File: config.mk
export PLATFORM = sky130hd
export DESIGN_NAME = acl_link_top
export DESIGN_NICKNAME = d
export VERILOG_FILES = /design/src/rtl/acl_pkg.sv /design/src/rtl/acl_edge_if.sv /design/src/rtl/acl_link_top.sv /design/src/rtl/acl_sync.sv /design/src/rtl/acl_warm.sv
export VERILOG_INCLUDE_DIRS = /design/src /design/src/rtl
export SDC_FILE = /design/constraint.sdc
export NUM_CORES = 1
export LEC_CHECK = 0
export BUFFER_PORTS_ARGS = -buffer_cell sky130_fd_sc_hd__buf_2
export CAP_MARGIN = 20
export CORE_UTILIZATION = 46
export CTS_CLUSTER_DIAMETER = 150
export DETAILED_ROUTE_END_ITERATION = 8
export PLACE_DENSITY = 0.66
export SLEW_MARGIN = 5
export SYNTH_ARGS = -nofsm -noshare
export SYNTH_HDL_FRONTEND = slang
export SYNTH_SLANG_ARGS = --single-unit
File: constraint.sdc
create_clock -name CLOCK -period 5.5 [get_ports CLOCK]
set_input_delay 1.1 -clock CLOCK [delete_from_list [all_inputs] [get_ports CLOCK]]
set_output_delay 1.1 -clock CLOCK [all_outputs]
set_load 0.01 [all_outputs]
File: src/rtl/acl_params.svh
/*
 * Constants of the AC-link control block: addresses, fields, resets, timing.
 * Assumes a 32-bit Wishbone address space and a 125 MHz system clock.
 */
`ifndef ACL_PARAMS_SVH
`define ACL_PARAMS_SVH

// ****************************************
// Register byte addresses
// ****************************************
`define ACL_ADR_CTRL 32'hFFF0902C
`define ACL_ADR_OUT_TAG 32'hFFF09030
`define ACL_ADR_OUT_CMD 32'hFFF09034
`define ACL_ADR_OUT_DATA 32'hFFF09038
`define ACL_ADR_IN_TAG 32'hFFF0903C
`define ACL_ADR_IN_ADDR 32'hFFF09040
`define ACL_ADR_IN_DATA 32'hFFF09044
`define ACL_ADR_IRQ_ST 32'hFFF09048
`define ACL_ADR_IRQ_MASK 32'hFFF0904C

// ****************************************
// Control and command register fields
// ****************************************
`define ACL_CTL_COLD 1
`define ACL_CTL_WARM 2
`define ACL_CTL_WPEND 3
`define ACL_CTL_RDONE 4
`define ACL_CTL_PULLUP 5
`define ACL_CMD_READ 7

// ****************************************
// Reset values
// ****************************************
`define ACL_RST_OUT_CMD 8'h80
`define ACL_RST_BIT_IDX 8'hFF

// ****************************************
// Frame layout, in bit positions
// ****************************************
`define ACL_IN_LAST_BIT 8'h37
`define ACL_SYNC_BITS 8'h10

// ****************************************
// Timing
// ****************************************
`define ACL_CLK_PERIOD_NS 8
`define ACL_WARM_NS 10000
`define ACL_WARM_CYC ((`ACL_WARM_NS + `ACL_CLK_PERIOD_NS - 1) / `ACL_CLK_PERIOD_NS)

`endif

File: src/rtl/acl_pkg.sv
/*
 * Types shared by the AC-link control block.
 * Assumes acl_params.svh carries the numeric constants.
 */
package acl_pkg;
	// Bus data word
	typedef logic [31:0] acl_word_t;
	// Warm reset timer states
	typedef enum logic [0:0] {
		WARM_IDLE,
		WARM_RUN
	} acl_warm_state_t;
endpackage : acl_pkg

File: src/rtl/acl_edge_if.sv
/*
 * Link edge bundle: bit clock edges and data input, system clock domain.
 * Assumes the producer has already synchronised every signal.
 */
`timescale 1ns/1ns
`default_nettype none
interface acl_edge_if;
	logic bclk_rise; // One-cycle pulse on a bit clock rising edge
	logic bclk_fall; // One-cycle pulse on a bit clock falling edge
	logic sdin; // Synchronised serial input
	modport src (output bclk_rise, output bclk_fall, output sdin);
	modport dst (input bclk_rise, input bclk_fall, input sdin);
endinterface : acl_edge_if
`default_nettype wire

File: src/rtl/acl_link_top.sv
/*
 * AC-link control slot engine with a classic Wishbone register slave.
 * Assumes an external codec supplying the bit clock, sampled here by
 * the system clock; bit clock must be far slower than the system clock.
 */
`timescale 1ns/1ns
`default_nettype none
`include "acl_params.svh"

// Operation
// - Captured read data sets read-done; CPU read clears
// - Tag write sets pending; cleared after shift-out
// - Tag writes ignored while write is pending
// - Warm bit forces sync high, then self-clears
// - Warm sync high lasts at least 10 us
// - Cold bit drives codec reset low
// - Control bit 5 enables bit clock pull-up
// - Slot 0 tags sent from tag register
// - Command bit 7 selects read or write
// - Command bits 6:0 carry codec index
// - Data register holds 16-bit write data
// - Input slot 0 captured into tag register
// - Echoed index captured into bits 8:2
// - Slot requests captured into bits 1:0
// - Read data captured into input data register
module acl_link_top (
	input wire logic CLOCK,
	input wire logic RST_B,
	input wire logic WB_CYC_I,
	input wire logic WB_STB_I,
	input wire logic WB_WE_I,
	input wire logic [31:0] WB_ADR_I,
	input wire acl_pkg::acl_word_t WB_DAT_I,
	input wire logic [3:0] WB_SEL_I,
	output var acl_pkg::acl_word_t WB_DAT_O,
	output logic WB_ACK_O,
	output logic IRQ,
	input wire logic LINK_BIT_CLOCK_IN,
	input wire logic LINK_SDATA_IN,
	output logic LINK_SDATA_OUT,
	output logic FRAME_SYNC_OUT,
	output logic CODEC_RESET_N_OUT,
	output logic BITCLK_PULLUP_ENABLE
);
	import acl_pkg::*;

	// ****************************************
	// Declarations
	// ****************************************
	// Control register bits
	logic pullup_r; // Bit clock pull-up enable
	logic warm_r; // Warm reset in progress
	logic cold_r; // Cold reset asserted
	logic wpend_r; // Command waiting for a frame
	logic rdone_r; // Read data waiting for the CPU
	// Output slot registers
	logic [4:0] out_tag_r; // Frame valid and slot 1..4 valid
	logic [7:0] out_cmd_r; // Read select and codec index
	logic [15:0] out_data_r; // Write data for the codec
	// Input slot registers
	logic [4:0] in_tag_r; // Codec ready and slot valid bits
	logic [8:0] in_addr_r; // Echoed index and slot requests
	logic [15:0] in_data_r; // Codec read data
	// Interrupt registers
	logic [2:0] irq_st_r; // Sticky events
	logic [2:0] irq_mask_r; // Event enables
	logic [2:0] irq_set; // Events of this cycle
	// Bus slave
	logic ack_r; // Answer strobe
	acl_word_t dat_r; // Read data held with the answer
	acl_word_t rd_word; // Selected read value
	// Link state
	logic [7:0] bit_idx_r; // Bit now on the wire, 0..255
	logic [7:0] next_idx; // Bit started by a rising edge
	logic [55:0] out_shift_r; // Slots 0..2 waiting to go out
	logic [55:0] in_shift_r; // Slots 0..2 coming in
	logic [55:0] out_vec; // Frame image loaded at frame start
	logic [55:0] in_vec; // Input image completed at last bit
	logic sdo_r; // Serial output flop
	logic sync_r; // Frame sync from bit timing
	logic fsync_r; // Frame sync pin flop
	logic frame_cmd_r; // This frame carries the command
	logic frame_read_r; // This frame carries a read request
	logic read_expect_r; // Last frame asked for read data
	// Warm reset timer
	logic warm_start; // Software starts the warm reset
	logic warm_done; // Warm window has ended

	acl_edge_if link_edges ();

	// ****************************************
	// Helper functions
	// ****************************************
	// Byte lane merge of a write into a register value
	function automatic acl_word_t lane_merge(input acl_word_t old_v,
		input acl_word_t new_v, input logic [3:0] sel);
		acl_word_t res;
		res = old_v;
		for (int i = 0; i < 4; i++) begin
			if (sel[i]) begin
				res[i*8 +: 8] = new_v[i*8 +: 8];
			end
		end
		return res;
	endfunction : lane_merge

	// Sticky set over write-one clear; the set wins
	function automatic logic [2:0] sticky(input logic [2:0] cur,
		input logic [2:0] set, input logic [2:0] clr);
		return (cur & ~clr) | set;
	endfunction : sticky

	// ****************************************
	// Pin synchronisers and warm timer
	// ****************************************
	acl_sync u_sync (
		.clk(CLOCK),
		.rst_b(RST_B),
		.link_bclk(LINK_BIT_CLOCK_IN),
		.link_sdin(LINK_SDATA_IN),
		.edges(link_edges.src)
	);

	acl_warm u_warm (
		.clk(CLOCK),
		.rst_b(RST_B),
		.start(warm_start),
		.done(warm_done)
	);

	// ****************************************
	// Bus decode
	// ****************************************
	wire bus_req = WB_CYC_I & WB_STB_I & ~ack_r; // New request
	wire wr_en = bus_req & WB_WE_I; // Write taken
	wire rd_en = bus_req & ~WB_WE_I; // Read taken
	wire hit_ctrl = (WB_ADR_I == `ACL_ADR_CTRL);
	wire hit_otag = (WB_ADR_I == `ACL_ADR_OUT_TAG);
	wire hit_ocmd = (WB_ADR_I == `ACL_ADR_OUT_CMD);
	wire hit_odat = (WB_ADR_I == `ACL_ADR_OUT_DATA);
	wire hit_itag = (WB_ADR_I == `ACL_ADR_IN_TAG);
	wire hit_iadr = (WB_ADR_I == `ACL_ADR_IN_ADDR);
	wire hit_idat = (WB_ADR_I == `ACL_ADR_IN_DATA);
	wire hit_ist = (WB_ADR_I == `ACL_ADR_IRQ_ST);
	wire hit_imsk = (WB_ADR_I == `ACL_ADR_IRQ_MASK);

	// Merged write values, low lanes only matter
	wire acl_word_t wr_ctrl = lane_merge(32'h00000000, WB_DAT_I,
		WB_SEL_I);
	wire acl_word_t wr_ocmd = lane_merge({24'h000000, out_cmd_r},
		WB_DAT_I, WB_SEL_I);
	wire acl_word_t wr_odat = lane_merge({16'h0000, out_data_r},
		WB_DAT_I, WB_SEL_I);
	wire acl_word_t wr_otag = lane_merge({27'h0000000, out_tag_r},
		WB_DAT_I, WB_SEL_I);
	wire acl_word_t wr_imsk = lane_merge({29'h00000000, irq_mask_r},
		WB_DAT_I, WB_SEL_I);
	wire ctl_lane = wr_en & hit_ctrl & WB_SEL_I[0]; // Control write

	// Tag write only lands while no command is pending
	wire tag_write = wr_en & hit_otag & ~wpend_r;
	// Reading the data register hands it to the CPU
	wire data_read = rd_en & hit_idat;
	// Warm reset started by writing a one while idle
	assign warm_start = ctl_lane & wr_ctrl[`ACL_CTL_WARM] & ~warm_r;

	// Read selection; unmapped addresses read zero
	assign rd_word =
		hit_ctrl ? {26'h0000000, pullup_r, rdone_r, wpend_r, warm_r,
			cold_r, 1'b0} :
		hit_otag ? {27'h0000000, out_tag_r} :
		hit_ocmd ? {24'h000000, out_cmd_r} :
		hit_odat ? {16'h0000, out_data_r} :
		hit_itag ? {27'h0000000, in_tag_r} :
		hit_iadr ? {23'h000000, in_addr_r} :
		hit_idat ? {16'h0000, in_data_r} :
		hit_ist ? {29'h00000000, irq_st_r} :
		hit_imsk ? {29'h00000000, irq_mask_r} : 32'h00000000;

	// ****************************************
	// Link frame decode
	// ****************************************
	wire rise = link_edges.bclk_rise; // Bit clock rose
	wire fall = link_edges.bclk_fall; // Bit clock fell
	assign next_idx = bit_idx_r + 8'h01;
	wire frame_start = rise & (next_idx == 8'h00);
	// Input slots 0..2 complete on the fall of their last bit
	wire in_done = fall & (bit_idx_r == `ACL_IN_LAST_BIT);
	assign in_vec = {in_shift_r[54:0], link_edges.sdin};
	wire [15:0] in_s0 = in_vec[55:40]; // Input slot 0
	wire [19:0] in_s1 = in_vec[39:20]; // Input slot 1
	wire [19:0] in_s2 = in_vec[19:0]; // Input slot 2

	// Slot 0 tags go out only with a pending command
	wire [15:0] out_s0 = wpend_r ? {out_tag_r, 11'h000} : 16'h0000;
	// Slot images: command, then data, in slot order
	assign out_vec = {out_s0, out_cmd_r, 12'h000, out_data_r, 4'h0};

	// Read data arrives in the frame after the request
	wire rd_capture = in_done & read_expect_r & in_s0[13];
	// Command leaves the wire at the end of slot 2
	wire cmd_sent = in_done & frame_cmd_r;
	// Codec ready first seen
	wire ready_rise = in_done & in_s0[15] & ~in_tag_r[4];

	assign irq_set = {ready_rise, rd_capture, cmd_sent};

	// ****************************************
	// Bus answer
	// ****************************************
	// Ack one cycle after the request, dropped the cycle after
	always_ff @(posedge CLOCK or negedge RST_B) begin
		if (!RST_B) begin
			ack_r <= 1'b0;
			dat_r <= 32'h00000000;
		end else begin
			ack_r <= bus_req;
			dat_r <= rd_en ? rd_word : 32'h00000000;
		end
	end

	// ****************************************
	// Control register
	// ****************************************
	// Flags set by hardware win over clears in the same cycle
	always_ff @(posedge CLOCK or negedge RST_B) begin
		if (!RST_B) begin
			pullup_r <= 1'b0;
			cold_r <= 1'b0;
			warm_r <= 1'b0;
			wpend_r <= 1'b0;
			rdone_r <= 1'b0;
		end else begin
			if (ctl_lane) begin
				pullup_r <= wr_ctrl[`ACL_CTL_PULLUP];
				cold_r <= wr_ctrl[`ACL_CTL_COLD];
			end
			// Warm bit clears itself when the window ends
			if (warm_start) begin
				warm_r <= 1'b1;
			end else if (warm_done) begin
				warm_r <= 1'b0;
			end
			// Pending from tag write until shifted out
			if (tag_write) begin
				wpend_r <= 1'b1;
			end else if (cmd_sent) begin
				wpend_r <= 1'b0;
			end
			// Read-done until the CPU reads the data
			if (rd_capture) begin
				rdone_r <= 1'b1;
			end else if (data_read) begin
				rdone_r <= 1'b0;
			end
		end
	end

	// ****************************************
	// Output slot registers
	// ****************************************
	always_ff @(posedge CLOCK or negedge RST_B) begin
		if (!RST_B) begin
			out_tag_r <= 5'h00;
			out_cmd_r <= `ACL_RST_OUT_CMD;
			out_data_r <= 16'h0000;
		end else begin
			if (tag_write) begin
				out_tag_r <= wr_otag[4:0];
			end
			if (wr_en & hit_ocmd) begin
				out_cmd_r <= wr_ocmd[7:0];
			end
			if (wr_en & hit_odat) begin
				out_data_r <= wr_odat[15:0];
			end
		end
	end

	// ****************************************
	// Input slot registers
	// ****************************************
	// Tag and status captured every frame; data only when expected
	always_ff @(posedge CLOCK or negedge RST_B) begin
		if (!RST_B) begin
			in_tag_r <= 5'h00;
			in_addr_r <= 9'h000;
			in_data_r <= 16'h0000;
		end else begin
			if (in_done) begin
				in_tag_r <= in_s0[15:11];
				in_addr_r <= {in_s1[18:12],
					in_s1[11:10]};
			end
			if (rd_capture) begin
				in_data_r <= in_s2[19:4];
			end
		end
	end

	// ****************************************
	// Interrupt registers
	// ****************************************
	// Status is write-one-clear; mask is plain read/write
	always_ff @(posedge CLOCK or negedge RST_B) begin
		if (!RST_B) begin
			irq_st_r <= 3'h0;
			irq_mask_r <= 3'h0;
		end else begin
			irq_st_r <= sticky(irq_st_r, irq_set,
				(wr_en & hit_ist & WB_SEL_I[0]) ? WB_DAT_I[2:0] : 3'h0);
			if (wr_en & hit_imsk) begin
				irq_mask_r <= wr_imsk[2:0];
			end
		end
	end

	// ****************************************
	// Frame transmit
	// ****************************************
	// New bit driven on each rising edge; codec samples on the fall
	always_ff @(posedge CLOCK or negedge RST_B) begin
		if (!RST_B) begin
			bit_idx_r <= `ACL_RST_BIT_IDX;
			out_shift_r <= 56'h00000000000000;
			sdo_r <= 1'b0;
			sync_r <= 1'b0;
			frame_cmd_r <= 1'b0;
			frame_read_r <= 1'b0;
			read_expect_r <= 1'b0;
		end else if (rise) begin
			bit_idx_r <= next_idx;
			sync_r <= (next_idx < `ACL_SYNC_BITS);
			if (frame_start) begin
				// Slots 0..2 go out back to back in one frame
				sdo_r <= out_vec[55];
				out_shift_r <= {out_vec[54:0], 1'b0};
				frame_cmd_r <= wpend_r;
				frame_read_r <= wpend_r & out_tag_r[0]
					& out_cmd_r[`ACL_CMD_READ];
				read_expect_r <= frame_read_r;
			end else begin
				sdo_r <= out_shift_r[55];
				out_shift_r <= {out_shift_r[54:0], 1'b0};
			end
		end
	end

	// ****************************************
	// Frame receive
	// ****************************************
	// Codec data is sampled on the falling edge
	always_ff @(posedge CLOCK or negedge RST_B) begin
		if (!RST_B) begin
			in_shift_r <= 56'h00000000000000;
		end else if (fall) begin
			in_shift_r <= in_vec;
		end
	end

	// ****************************************
	// Pin drivers
	// ****************************************
	// Warm reset overrides bit timing on the sync pin
	always_ff @(posedge CLOCK or negedge RST_B) begin
		if (!RST_B) begin
			fsync_r <= 1'b0;
		end else begin
			fsync_r <= warm_r | sync_r;
		end
	end

	assign FRAME_SYNC_OUT = fsync_r;
	assign LINK_SDATA_OUT = sdo_r;
	assign CODEC_RESET_N_OUT = ~cold_r;
	assign BITCLK_PULLUP_ENABLE = pullup_r;
	assign IRQ = |(irq_st_r & irq_mask_r);
	assign WB_ACK_O = ack_r;
	assign WB_DAT_O = dat_r;
endmodule : acl_link_top
`default_nettype wire

File: src/rtl/acl_sync.sv
/*
 * Two-flop synchronisers for the link pins, with bit clock edge detection.
 * Assumes the bit clock is well below half the system clock rate.
 */
`timescale 1ns/1ns
`default_nettype none
module acl_sync (
	input wire logic clk,
	input wire logic rst_b,
	input wire logic link_bclk,
	input wire logic link_sdin,
	acl_edge_if.src edges
);
	logic bclk_s1_r; // First stage, read only by second
	logic bclk_s2_r; // Safe bit clock level
	logic bclk_s3_r; // Delayed level for edge detection
	logic sdin_s1_r; // First stage, read only by second
	logic sdin_s2_r; // Safe data level

	// ****************************************
	// Synchroniser chains
	// ****************************************
	// Data is delayed like the clock so edge and bit stay aligned
	always_ff @(posedge clk or negedge rst_b) begin
		if (!rst_b) begin
			bclk_s1_r <= 1'b0;
			bclk_s2_r <= 1'b0;
			bclk_s3_r <= 1'b0;
			sdin_s1_r <= 1'b0;
			sdin_s2_r <= 1'b0;
		end else begin
			bclk_s1_r <= link_bclk;
			bclk_s2_r <= bclk_s1_r;
			bclk_s3_r <= bclk_s2_r;
			sdin_s1_r <= link_sdin;
			sdin_s2_r <= sdin_s1_r;
		end
	end

	// Edge pulses from the safe stages only
	assign edges.bclk_rise = bclk_s2_r & ~bclk_s3_r;
	assign edges.bclk_fall = ~bclk_s2_r & bclk_s3_r;
	assign edges.sdin = sdin_s2_r;
endmodule : acl_sync
`default_nettype wire

File: src/rtl/acl_warm.sv
/*
 * Warm reset timer: one start pulse opens a window of fixed length.
 * Assumes start arrives only while the timer is idle.
 */
`timescale 1ns/1ns
`default_nettype none
`include "acl_params.svh"
module acl_warm (
	input wire logic clk,
	input wire logic rst_b,
	input wire logic start,
	output logic done
);
	import acl_pkg::*;

	localparam logic [10:0] WARM_LAST = 11'(`ACL_WARM_CYC - 1);

	acl_warm_state_t state_r; // Timer state
	acl_warm_state_t state_nxt;
	logic [10:0] cnt_r; // Cycles spent in the window
	logic [10:0] cnt_nxt;
	logic at_end; // Window has reached its length

	assign at_end = (cnt_r == WARM_LAST);
	assign done = (state_r == WARM_RUN) & at_end;

	// ****************************************
	// Next state
	// ****************************************
	always_comb begin
		state_nxt = state_r;
		cnt_nxt = cnt_r;
		unique case (state_r)
			WARM_IDLE: begin
				cnt_nxt = 11'h000;
				if (start) begin
					state_nxt = WARM_RUN;
				end
			end
			WARM_RUN: begin
				// Holds sync high long enough for the codec
				if (at_end) begin
					state_nxt = WARM_IDLE;
				end else begin
					cnt_nxt = cnt_r + 11'h001;
				end
			end
		endcase
	end

	// State registers
	always_ff @(posedge clk or negedge rst_b) begin
		if (!rst_b) begin
			state_r <= WARM_IDLE;
			cnt_r <= 11'h000;
		end else begin
			state_r <= state_nxt;
			cnt_r <= cnt_nxt;
		end
	end
endmodule : acl_warm
`default_nettype wire

# Word level (Yosys, flattened, before mapping)
# Index checks and enable logic that the tools add are counted.
[classes]
reduce_logical = 11
muxes = 26
n_eq_ne = 12
n_lt_le_gt_ge = 1
add_sub_neg = 2
n_bitwise = 42
[ops]
columns = ["operator", "count"]
rows = [
  ["32-bit equality test, second input constant", 9],
  ["16-bit 2-to-1 mux", 9],
  ["56-bit 2-to-1 mux", 1],
  ["1-bit AND", 28],
  ["11-bit case mux with 2 select lines", 1],
  ["2-bit AND reduction", 6],
  ["11-bit by 1-bit adder with 11-bit output, second input constant", 1],
  ["11-bit equality test, second input constant", 1],
  ["11-bit 2-to-1 mux", 1],
  ["1-bit 2-to-1 mux", 9],
  ["3-bit 2-to-1 mux", 3],
  ["1-bit NOT", 9],
  ["8-bit by 1-bit adder with 8-bit output, second input constant", 1],
  ["8-bit by 6-bit equality test with 1-bit output, second input constant", 1],
  ["8-bit logical NOT", 1],
  ["8-bit by 5-bit less-than comparator with 1-bit output, second input constant", 1],
  ["3-bit AND", 2],
  ["6-bit 2-to-1 mux", 1],
  ["2-bit nonzero test", 3],
  ["3-bit NOT", 1],
  ["3-bit bitwise OR", 1],
  ["3-bit OR reduction", 1],
  ["2-bit inequality test, second input constant", 1],
  ["1-bit case mux with 2 select lines", 1],
  ["1-bit bitwise OR", 1],
]
[word_totals]
out_inout_bits = 38
word_cells = 126
regBits = 229
inputBits = 75

# Logic depth before layout (Yosys ltp)
# Gate-level depths: netlist (run 1).
[logic_depth]
ltp_word = 11
depth_mapped = 9

# Hierarchy
# A second synthesis (run 1) with hierarchy kept.
[hier_totals]
hier_cells = 764
hier_area_um2 = 9734.3
[by_module_without_submodules]
columns = ["module", "seq_area_each_um2", "area_per_inst_um2", "cells_each", "n_inst"]
rows = [
  ["acl_link_top", 5191.2, 8967.4, 693, 1],
  ["acl_warm", 300.3, 626.9, 64, 1],
  ["acl_sync", 125.1, 140.1, 7, 1],
]

# Worst setup path before layout (run 1)
# OpenSTA, ideal clock, no wires.
[synth_timing]
kind = "input to register"
start = "input WB_ADR_I[17]"
end = "register irq_mask_r[0]"
arrival_ps = 3350
path_buffers = 2
path_slack_ps = 2025
stages = 7
path_cell_list = "or4_1 > or4_1 > buf_2 > or2_1 > buf_6 > or4_4 > mux2_4"
[synth_via]
elab_chain_len = 3
[synth_rtl]
columns = ["item", "line", "text"]
rows = [
  ["from (decl)", "acl_link_top.sv:32", "input wire logic [31:0] WB_ADR_I,"],
  ["32-bit equality test (no source line)", "n/a", ""],
  ["1-bit AND", "acl_link_top.sv:312", "if (wr_en & hit_imsk) begin"],
  ["2-bit AND reduction (no source line)", "n/a", ""],
  ["to (signal assigned)", "acl_link_top.sv:313", "irq_mask_r <= wr_imsk[2:0];"],
  ["to (decl)", "acl_link_top.sv:66", "logic [2:0] irq_mask_r;"],
]
# Every way passes these cells.
# A chain may end at the register's enable or synchronous reset.

# Worst setup path in the final report (run 1)
[layout_timing]
start = "input WB_ADR_I[2]"
end = "register cold_r"
[layout_via]
elab_chain_len = 3
[layout_rtl]
columns = ["item", "line", "text"]
rows = [
  ["32-bit equality test (no source line)", "n/a", ""],
  ["1-bit AND (2 in series)", "acl_link_top.sv:158", "wire ctl_lane = wr_en & hit_ctrl & WB_SEL_I[0];"],
  ["to (signal assigned)", "acl_link_top.sv:236", "cold_r <= wr_ctrl[`ACL_CTL_COLD];"],
  ["to (decl)", "acl_link_top.sv:53", "logic cold_r;"],
]
# Every way passes these cells.

==> results of run 1 <==
-- routing by layer --
| metal | wire length [um] | vias to the layer above | share of wire | track usage |
|---|---|---|---|---|
| met5 | 0 | - | 0 | 0 |
| li1 | - | 2994 | - | - |
| met2 | 9040 | 92 | 0.48 | 0.290 |
| met1 | 8910 | 3128 | 0.47 | 0.256 |
| met3 | 602 | 19 | 0.032 | 0.0284 |
| met4 | 288 | 0 | 0.015 | 0.0459 |
-- worst max-delay path by stage --
stage	start	end	depth (start not counted)
floorplan	WB_ADR_I[17]	irq_mask_r[0]	7
global placement	WB_ADR_I[17]	out_data_r[0]	7
detailed placement	WB_ADR_I[17]	out_data_r[0]	7
CTS	WB_ADR_I[17]	out_data_r[0]	7
global route	WB_ADR_I[2]	cold_r	6
finish	WB_ADR_I[2]	cold_r	6
-- registers in the layout, summed over array words and instances, names as in the netlist, 3 cells and up --
register      cells
in_data_r        16
in_shift_r       55
in_addr_r         9
irq_mask_r        3
u_warm.cnt_r     11
out_cmd_r         8
in_tag_r          5
out_shift_r      51
out_data_r       16
bit_idx_r         8
WB_DAT_O         16
out_tag_r         5
irq_st_r          3
-- where the power goes --
group | internal, mW | switching [mW] | leakage, nW
clock | 1.17 | 0.653 | 0.452
combinational | 0.111 | 0.132 | 2.05
sequential | 1.74 | 0.0688 | 3.05
-- kinds of logic after synthesis --
| group | Yosys count |
|---|---|
| xor gates and xnor gates | 17 |
| DFF | 224 |
| AOI/OAI and AO/OA | 96 |
| buffers and inverters | 69 |
| and+or+nand+nor | 260 |
| adders and majority gates | 4 |
| other | 1 |
| muxes | 146 |
-- per-stage QoR --
stage                     power [mW]  instance area (sq um)  utilization  instances
final                           3.87                  11200        0.548       1172
after global routing            4.03                  11200        0.548       1172
after CTS                       3.92                  11200        0.548       1172
after detailed placement        2.08                  10300        0.503       1126
after global placement          2.08                  10300        0.503       1126
after floorplan                 1.98                   9790            -        832
-- cells in the mapped netlist, drive strengths merged (2+ instances only) --
| cell | number |
|---|---|
| a22oi | 11 |
| o22ai | 3 |
| or2 | 4 |
| inv | 9 |
| nor4 | 2 |
| nor2 | 18 |
| nand3 | 46 |
| a21oi | 9 |
| dfrtp | 215 |
| nor3 | 11 |
| nand2 | 117 |
| a22o | 6 |
| and2 | 12 |
| mux2 | 123 |
| a222oi | 2 |
| a32o | 2 |
| clkbuf | 36 |
| a221oi | 3 |
| o2111ai | 2 |
| nand3b | 2 |
| o211ai | 2 |
| o21ai | 29 |
| a21o | 5 |
| xnor2 | 14 |
| buf | 24 |
| ha | 4 |
| and3 | 11 |
| xor2 | 3 |
| o221ai | 2 |
| or3 | 7 |
| dfstp | 9 |
| mux2i | 23 |
| or3b | 3 |
| nor2b | 7 |
| nand4 | 6 |
| a31oi | 3 |
| nor4b | 2 |
| a21boi | 3 |
| nand2b | 3 |
| o311ai | 4 |
| or4 | 4 |
-- final cells by class --
cell class / count / share of cell area
Inverter: 9 / 0.00301
Sequential cell: 224 / 0.500
Timing Repair Buffer: 84 / 0.0408
Clock inverter: 15 / 0.0208
Multi-Input combinational cell: 539 / 0.344
Tap cell: 270 / 0.0301
Clock buffer: 31 / 0.0613
==> qor.csv, run 1 <==
stage,metric,value,unit
outcome,status,finished clean,
placement,place.gp.congestion,0.814,
critical_path,cpPeakStageDelay,0.59,ns
synthesis,synth-simple-area-share,0.131,
clock_network,cts_setup_buffers,0,
synthesis,synth_top_family_by_area,multiplexers,
synthesis,ys_seq_area_frac,0.577,
critical_path,arrival,3.79,ns
route,firstDrtPassIters,4,
timing,period_minus_slack,3.40,ns
die,start_util,0.475,
finish,n_fill_cell,1757,
synthesis,synthMuxAreaShare,0.169,
route,routed-via-count,6233,
critical_path,r2r_end,in_data_r[9],
die,die_h,147,um
critical_path,cp_max_fo,25,
critical_path,critPathBufInv,1,
critical_path,rr_startpoint,u_sync.bclk_s2_r,
synthesis,synth-compound-area-share,0.0680,
synthesis,yosysUniqueCellTypes,66,
synthesis,yosys.area_share.adder,0.00514,
min_path,worstHoldPathType,flop to flop,
die,die_area,21700,sq um
global_route,grt_pass1_vias,6228,
finish,mostFrequentLayoutCells,"dfrtp_1, nand2_1, mux2_2, buf_2, nand3_1",
clock_network,clk_pin_slew,0.06,ns
synthesis,syn_avg_cell_area,11.9,sq um
synthesis,synth_xor_area_frac,0.0153,
critical_path,start_kind,input pin,
die,die_w,147,um
synthesis,yosys_warnings,0,
clock_network,clk_latency,0.51,ns
global_route,track_usage,0.180,
timing,tightest_slew,0.955,ns
flow_run,max_cap_viol_count,0,
synthesis,synthCells,817,
placement,dp_hpwl,12300,um
synthesis,yosysTopAreaCell,dfrtp_1,
global_route,overflow,0,
synthesis,synth_top_area_frac,0.553,
clock_network,htreeDepth,1,
route,drc_errors,0,
die,rows,52,
timing,hold_violations,0,
pwr,leakage,5.55,nW
die,core-area,20500,sq um
synthesis,netlist_top_cells_area,"dfrtp_1, mux2_2, nand2_1",
clock_network,root_buffer,clkbuf_16,
clock_network,cts_tree,built,
finish,area.growth.synth_to_final,15.4,%
synthesis,async_flop_share,1.00,
route,drt_iter0_markers,351,
global_route,grt_pass1_wl,31900,um
synthesis,synth_flop_cell,dfrtp_1,
synthesis,synth-seq-cells,224,
clock_network,numCtsBuffers,25,
clock_network,post_cts_resized,0,
finish,fin_nets,962,
min_path,hold_depth,0,
pwr,ir_worst_vdd,0.000233,V
die,io_pins,113,
global_route,grt_max_degree,128,
finish,diodes,0,
min_path,worstHoldStart,u_sync.sdin_s1_r,
finish,ff_latch_area,5620,sq um
finish,multi_input_area,3860,sq um
finish,drive_gt1_frac,0.306,
timing,timing.hold.ws,0.352,ns
timing,grt_setup_unrepaired,false,
synthesis,synth_area,9730,sq um
critical_path,worstSetupEndpointType,flop,
timing,worst_slack,2.10,ns
timing,tns,0,ns
route,antenna_left,0,
critical_path,rrSetupSlack,2.46,ns
clock_network,clkSinkCount,224,
critical_path,critPathSlowestCell,or3b_2,
critical_path,worstPathCellList,"buf_2, or4bb_1, nor4b_1, or3b_2, nor2_1, mux2_2",
critical_path,cp_top_family,simple AND/OR/NAND/NOR gates,
critical_path,worstPathRequired,5.89,ns
timing,period_share,0.619,
pwr,p_per_area,345,nW/um^2
route,wl_per_cell,16.1,um
placement,dp_slack,1.57,ns
global_route,antenna_found_initial,0,
timing,max_freq,294,MHz
timing,maxSlewViolCount,0,
synthesis,synth-edff-count,0,
timing,setup_violations,0,
timing,relSlewSlack,0.364,
placement,port_buffers,78,
timing,finClkSkew,0.0154,ns
critical_path,path_class,input pin to flop,
clock_network,postCtsHoldBufs,0,
route,vias_per_cell,5.32,
clock_network,clockBufferDepth,3,
finish,final_common_cell,dfrtp_1,
route,wirelength,18800,um
min_path,holdPathEnd,u_sync.edges.sdin,
critical_path,reg2reg_depth,7,
Power figures use the tool's default switching activity.
==> run 2: changes to the inputs <==
- clock period: 5.5 -> 3.5 ns (I/O delays scaled with it)
==> run 2 against run 1 <==
  * Sequential share of layout area fell by 0.38 points
  * Core utilization up 0.42 points
  * Die area stayed put
  * Critical endpoint is now irq_mask_r[2]
  * Largest cell class unchanged
==> qor.csv, run 2 (synthesized netlist as in run 1, its figures left out) <==
stage,metric,value,unit,change
critical_path,worstPathRequired,3.89,ns,-2.00 ns
critical_path,worstSetupEndpointType,flop,,
route,antenna_left,0,,unchanged
die,start_util,0.475,,unchanged
pwr,power.switching,1.32,mW,+54%
critical_path,arrival,3.15,ns,-0.64 ns
route,drc_errors,0,,unchanged
finish,regMostFlops,in_shift_r,,
placement,place.gp.congestion,0.837,,+2.8%
placement,dp_slack,0.215,ns,-1.36 ns
outcome,status,finished clean,,
timing,worst_slack,0.732,ns,-1.36 ns
route,drt_iter0_markers,348,,-0.85%
clock_network,clkSinkCount,224,,unchanged
finish,largest_register_ffs,55,,unchanged
clock_network,numCtsBuffers,24,,-4.0%
timing,tns,0,ns,unchanged
timing,setup_violations,0,,unchanged
die,die_w,147,um,unchanged
timing,tightest_slew,0.777,ns,-0.177 ns
clock_network,cts_tree,built,,
route,wirelength,19100,um,+1.2%
clock_network,cts_setup_buffers,0,,unchanged
clock_network,clockBufferDepth,3,,unchanged
pwr,p_comb_frac,0.064,,about the same
critical_path,cpPeakStageDelay,0.60,ns,about the same
pwr,ir_worst_vdd,0.000272,V,+17%
critical_path,worstPathCellList,"buf_2, or4_1, or4_1, or2_1, or4_4, mux2_4",,
finish,instances_no_fill,1185,,+1.1%
route,vias_per_cell,5.30,,-0.43%
critical_path,critPathSlowestCell,or4_4,,
timing,relSlewSlack,0.482,,+0.118
die,die_area,21700,sq um,unchanged
placement,port_buffers,78,,unchanged
min_path,worstHoldPathType,input pin to asynchronous set/reset pin,,
timing,timing.hold.ws,0.223,ns,-0.129 ns
pwr,p_sw_frac,0.220,,-0.000382
clock_network,root_buffer,clkbuf_16,,
die,io_pins,113,,unchanged
route,wl_per_cell,16.1,um,+0.13%
placement,dp_hpwl,12900,um,+4.9%
clock_network,clk_latency,0.51,ns,about the same
route,firstDrtPassIters,6,,+2
timing,grt_setup_unrepaired,false,,
pwr,leakage,5.60,nW,+0.96%
global_route,grt_pass1_vias,6424,,+3.1%
pwr,p_clk_frac,0.461,,-0.009
placement,post-place-cells,1142,,+1.4%
finish,n_fill_cell,1756,,-0.057%
global_route,grt_pass1_wl,32800,um,+3.0%
pwr,p_per_area,529,nW/um^2,+53%
finish,area.growth.synth_to_final,16.2,%,
critical_path,cp_max_fo,8,,-68%
finish,mostFrequentLayoutCells,"dfrtp_1, nand2_1, mux2_2, buf_2, nand3_1",,
timing,finClkSkew,0.0139,ns,-0.00151 ns
clock_network,htreeDepth,1,,unchanged
clock_network,postCtsHoldBufs,0,,unchanged
flow_run,max_cap_viol_count,0,,unchanged
finish,diodes,0,,unchanged
pwr,p_int,4.67,mW,+55%
route,routed-via-count,6275,,+0.67%
clock_network,clk_pin_slew,0.06,ns,about the same
timing,period_minus_slack,2.77,ns,
finish,final_common_cell,dfrtp_1,,
global_route,overflow,0,,unchanged
finish,largestRegisters,"in_shift_r x55, out_shift_r x51",,
die,core-area,20500,sq um,unchanged
global_route,grt_max_degree,103,,-20%
finish,fin_nets,977,,+1.6%
global_route,track_usage,0.185,,+0.00490
die,die_h,147,um,unchanged
timing,period_share,0.791,,
clock_network,post_cts_resized,0,,unchanged
pwr,finalPower,5.99,mW,+55%
die,rows,52,,unchanged
timing,max_freq,361,MHz,
critical_path,start_kind,input pin,,
finish,drive_gt1_frac,0.313,,+0.00658
critical_path,cpMostUsedCell,or4_1,,
pwr,power_frac_seq,0.475,,+0.008
critical_path,path_class,input pin to flop,,
timing,hold_violations,0,,unchanged
global_route,antenna_found_initial,0,,unchanged
timing,maxSlewViolCount,0,,unchanged
## run 2: cell count changes in the layout (fill, tap and decap cells not counted)
cell | previous run | this run
clkbuf_1 | 2 | 5
buf_4 | 5 | 20
bufinv_16 | 6 | 5
buf_12 | 1 | 2
inv_6 | 1 | 0
clkinv_2 | 6 | 2
## run 2: worst paths after layout
check | slack [ns] | startpoint | to | depth (start not counted)
setup / recovery | 0.73 | WB_ADR_I[17] | irq_mask_r[2] | 6
hold / removal | 0.22 | RST_B | out_shift_r[34] | 1
setup reg to reg | 0.89 | bit_idx_r[0] | LINK_SDATA_OUT | 8
hold reg to reg | 0.35 | u_sync.sdin_s1_r | u_sync.edges.sdin | 0
max in group asynchronous | 2.49 | RST_B | in_shift_r[38] | 2
min in group CLOCK | 0.30 | LINK_BIT_CLOCK_IN | u_sync.bclk_s1_r | 1
## run 2: final cells by class
class	count	area, sq um	share of cell area
Sequential cell	224	5620	0.497
Clock inverter	9	175	0.0155
Clock buffer	34	699	0.0618
Tap cell	270	338	0.0299
Multi-Input combinational cell	539	3860	0.341
Inverter	9	33.8	0.00299
Timing Repair Buffer	100	591	0.0522
## run 2: layer usage
metal	share of wire	track usage	vias up
met3	0.033	0.0296	34
met4	0.023	0.0500	0
met5	0	0	-
met1	0.47	0.263	3116
met2	0.48	0.296	107
li1	-	-	3018
## run 2: critical path, delay by kind of cell
kind,cells,cell delay [ns]
multiplexers,1,0.31
AND/OR/NAND/NOR,4,2.04
buffers and inverters,1,0.09
## run 2: per-stage QoR
stage           util  area (sq um)
2_1_floorplan      -          9790
3_3_place_gp   0.509         10400
3_5_place_dp   0.509         10400
6_report       0.552         11300
5_1_grt        0.552         11300
4_1_cts        0.552         11300
## run 2: power groups by stage
stage / clock network [mW] / logic (mW) / registers [mW]
4_1_cts: 2.82 / 0.394 / 2.84
6_report: 2.76 / 0.386 / 2.84
3_3_place_gp: 0 / 0.382 / 2.88
5_1_grt: 2.93 / 0.438 / 2.87
3_5_place_dp: 0 / 0.391 / 2.89
2_1_floorplan: 0 / 0.273 / 2.84
==> run 3: changes to the inputs <==
- clock period: 3.5 -> 2.6 ns (I/O delays scaled with it)
==> run 3 against run 2 <==
  * Sequential power grew 35%
  * Worst setup slack lost 0.58 ns
  * Non-clock buffer count grew 29
  * Clock-buffer cell count grew 3
  * Die area is the same
  * Power grew 30%
  * Routed wire length grew 2.1%
  * Via count grew 3.0%
  * Core utilization grew 1.2 points
  * Cell count grew 2.4%
  * Register-to-register slack lost 0.74 ns
==> qor.csv, run 3 (synthesized netlist as in run 1, its figures left out) <==
stage,metric,value,unit,change
die,die_h,147,um,unchanged
route,drc_errors,0,,unchanged
clock_network,clockBufferDepth,3,,unchanged
die,core-area,20500,sq um,unchanged
timing,setup_violations,0,,unchanged
finish,final_common_cell,dfrtp_1,,
pwr,leakage,5.75,nW,+2.6%
placement,place.gp.congestion,0.819,,-2.1%
clock_network,clk_latency,0.51,ns,about the same
critical_path,path_class,input pin to flop,,
global_route,grt_pass1_vias,6490,,+1.0%
route,antenna_left,0,,unchanged
die,die_area,21700,sq um,unchanged
timing,hold_violations,0,,unchanged
outcome,status,finished clean,,
critical_path,arrival,2.82,ns,-0.33 ns
finish,regMostFlops,in_shift_r,,
clock_network,clkSinkCount,224,,unchanged
critical_path,cp_max_fo,5,,-3
min_path,worstHoldPathType,input pin to flop,,
global_route,antenna_found_initial,1,,+1
finish,drive_gt1_frac,0.339,,+0.0268
global_route,grt_pass1_wl,33000,um,+0.65%
finish,fin_nets,1006,,+3.0%
route,firstDrtPassIters,4,,-2
clock_network,root_buffer,clkbuf_16,,
timing,tns,0,ns,unchanged
clock_network,clk_pin_slew,0.06,ns,about the same
clock_network,cts_tree,built,,
placement,dp_hpwl,13300,um,+2.9%
timing,tightest_slew,0.733,ns,-0.0440 ns
critical_path,worstSetupEndpointType,flop,,
timing,timing.hold.ws,0.112,ns,-0.111 ns
route,wirelength,19500,um,+2.1%
die,rows,52,,unchanged
timing,maxSlewViolCount,0,,unchanged
finish,largestRegisters,"in_shift_r x55, out_shift_r x51",,
finish,n_fill_cell,1740,,-0.91%
global_route,track_usage,0.189,,+0.00366
placement,port_buffers,78,,unchanged
clock_network,htreeDepth,1,,unchanged
timing,finClkSkew,0.0104,ns,-0.00348 ns
finish,instances_no_fill,1214,,+2.4%
pwr,p_per_area,673,nW/um^2,+27%
finish,largest_register_ffs,55,,unchanged
placement,post-place-cells,1170,,+2.5%
finish,area.growth.synth_to_final,18.7,%,
route,routed-via-count,6465,,+3.0%
timing,relSlewSlack,0.511,,+0.0293
placement,dpl_cell_area,10700,sq um,+2.8%
critical_path,start_kind,input pin,,
pwr,finalPower,7.77,mW,+30%
finish,final_area,11600,sq um,+2.1%
die,die_w,147,um,unchanged
die,start_util,0.475,,unchanged
clock_network,cts_setup_buffers,0,,unchanged
timing,grt_setup_unrepaired,false,,
route,drt_iter0_markers,321,,-7.8%
timing,period_share,0.941,,
timing,max_freq,409,MHz,
flow_run,max_cap_viol_count,0,,unchanged
finish,ff_latch_area,5620,sq um,unchanged
clock_network,numCtsBuffers,24,,unchanged
timing,period_minus_slack,2.45,ns,
finish,mostFrequentLayoutCells,"dfrtp_1, nand2_1, mux2_2, buf_2, nand3_1",,
global_route,overflow,0,,unchanged
route,wl_per_cell,16.0,um,-0.39%
finish,multi_input_area,3880,sq um,+0.71%
route,vias_per_cell,5.33,,+0.57%
critical_path,worstPathRequired,2.97,ns,-0.92 ns
pwr,ir_worst_vdd,0.000571,V,+110%
die,io_pins,113,,unchanged
global_route,grt_max_degree,84,,-18%
-- run 3: cell types whose count changed in the layout (fill, tap and decap cells not counted), moves of 4 or more --
| cell | previous run | this run |
|---|---|---|
| buf_4 | 20 | 43 |
| buf_12 | 2 | 7 |
| bufinv_16 | 5 | 1 |
| clkbuf_8 | 4 | 8 |
-- run 3: cell type report --
cell class	instances	share of cell area
inverters	9	0.00292
well taps	270	0.0292
diodes	1	0.000217
multi-input cells	539	0.336
repair buffers	129	0.0756
clock buffers	37	0.0650
flip-flops and latches	224	0.486
clock inverters	5	0.00455
-- run 3: metrics by stage --
step | utilization | worst slack, ns
global route | 0.564 | 0.00100
finish | 0.564 | 0.152
global placement | 0.523 | -0.474
CTS | 0.563 | 0.0678
floorplan | - | -0.248
detailed placement | 0.523 | -0.532
-- run 3: what timing repair did --
action,CTS,global route
endpoints found under the setup margin,1,6
resized for setup,1,2
endpoints found under the hold margin,10,0
hold buffers,1,0
-- run 3: power by group --
| part | total, mW | switching, mW | internal [mW] | leakage, nW |
|---|---|---|---|---|
| Clock | 3.40 | 1.33 | 2.07 | 0.396 |
| Combinational | 0.552 | 0.290 | 0.262 | 2.30 |
| Sequential | 3.82 | 0.140 | 3.68 | 3.05 |
-- run 3: final timing paths --
kind	from	end	slack, ns	depth (start not counted)
worst min register to register	u_sync.sdin_s1_r	u_sync.edges.sdin	0.35	0
worst max-delay path	WB_ADR_I[17]	WB_DAT_O[4]	0.15	8
worst min-delay path	LINK_BIT_CLOCK_IN	u_sync.bclk_s1_r	0.11	1
max in group asynchronous	RST_B	in_shift_r[17]	1.27	3
worst max register to register	bit_idx_r[0]	LINK_SDATA_OUT	0.15	8
min in group asynchronous	RST_B	u_warm.cnt_r[9]	0.56	2
-- run 3: layer usage --
layer | vias to the layer above | part of all wire | track usage
met5 | - | 0 | 0
met4 | 0 | 0.034 | 0.0686
met3 | 50 | 0.036 | 0.0284
met2 | 128 | 0.47 | 0.301
met1 | 3206 | 0.46 | 0.263
li1 | 3081 | - | -
-- run 3: critical path, stage by stage --
cell and delay [ns]:
buf_2 0.09, or4_1 0.50, or4_1 0.54, or3b_2 0.58, nor2_1 0.27, buf_4 0.17
nand2_1 0.05, o311ai_0 0.10
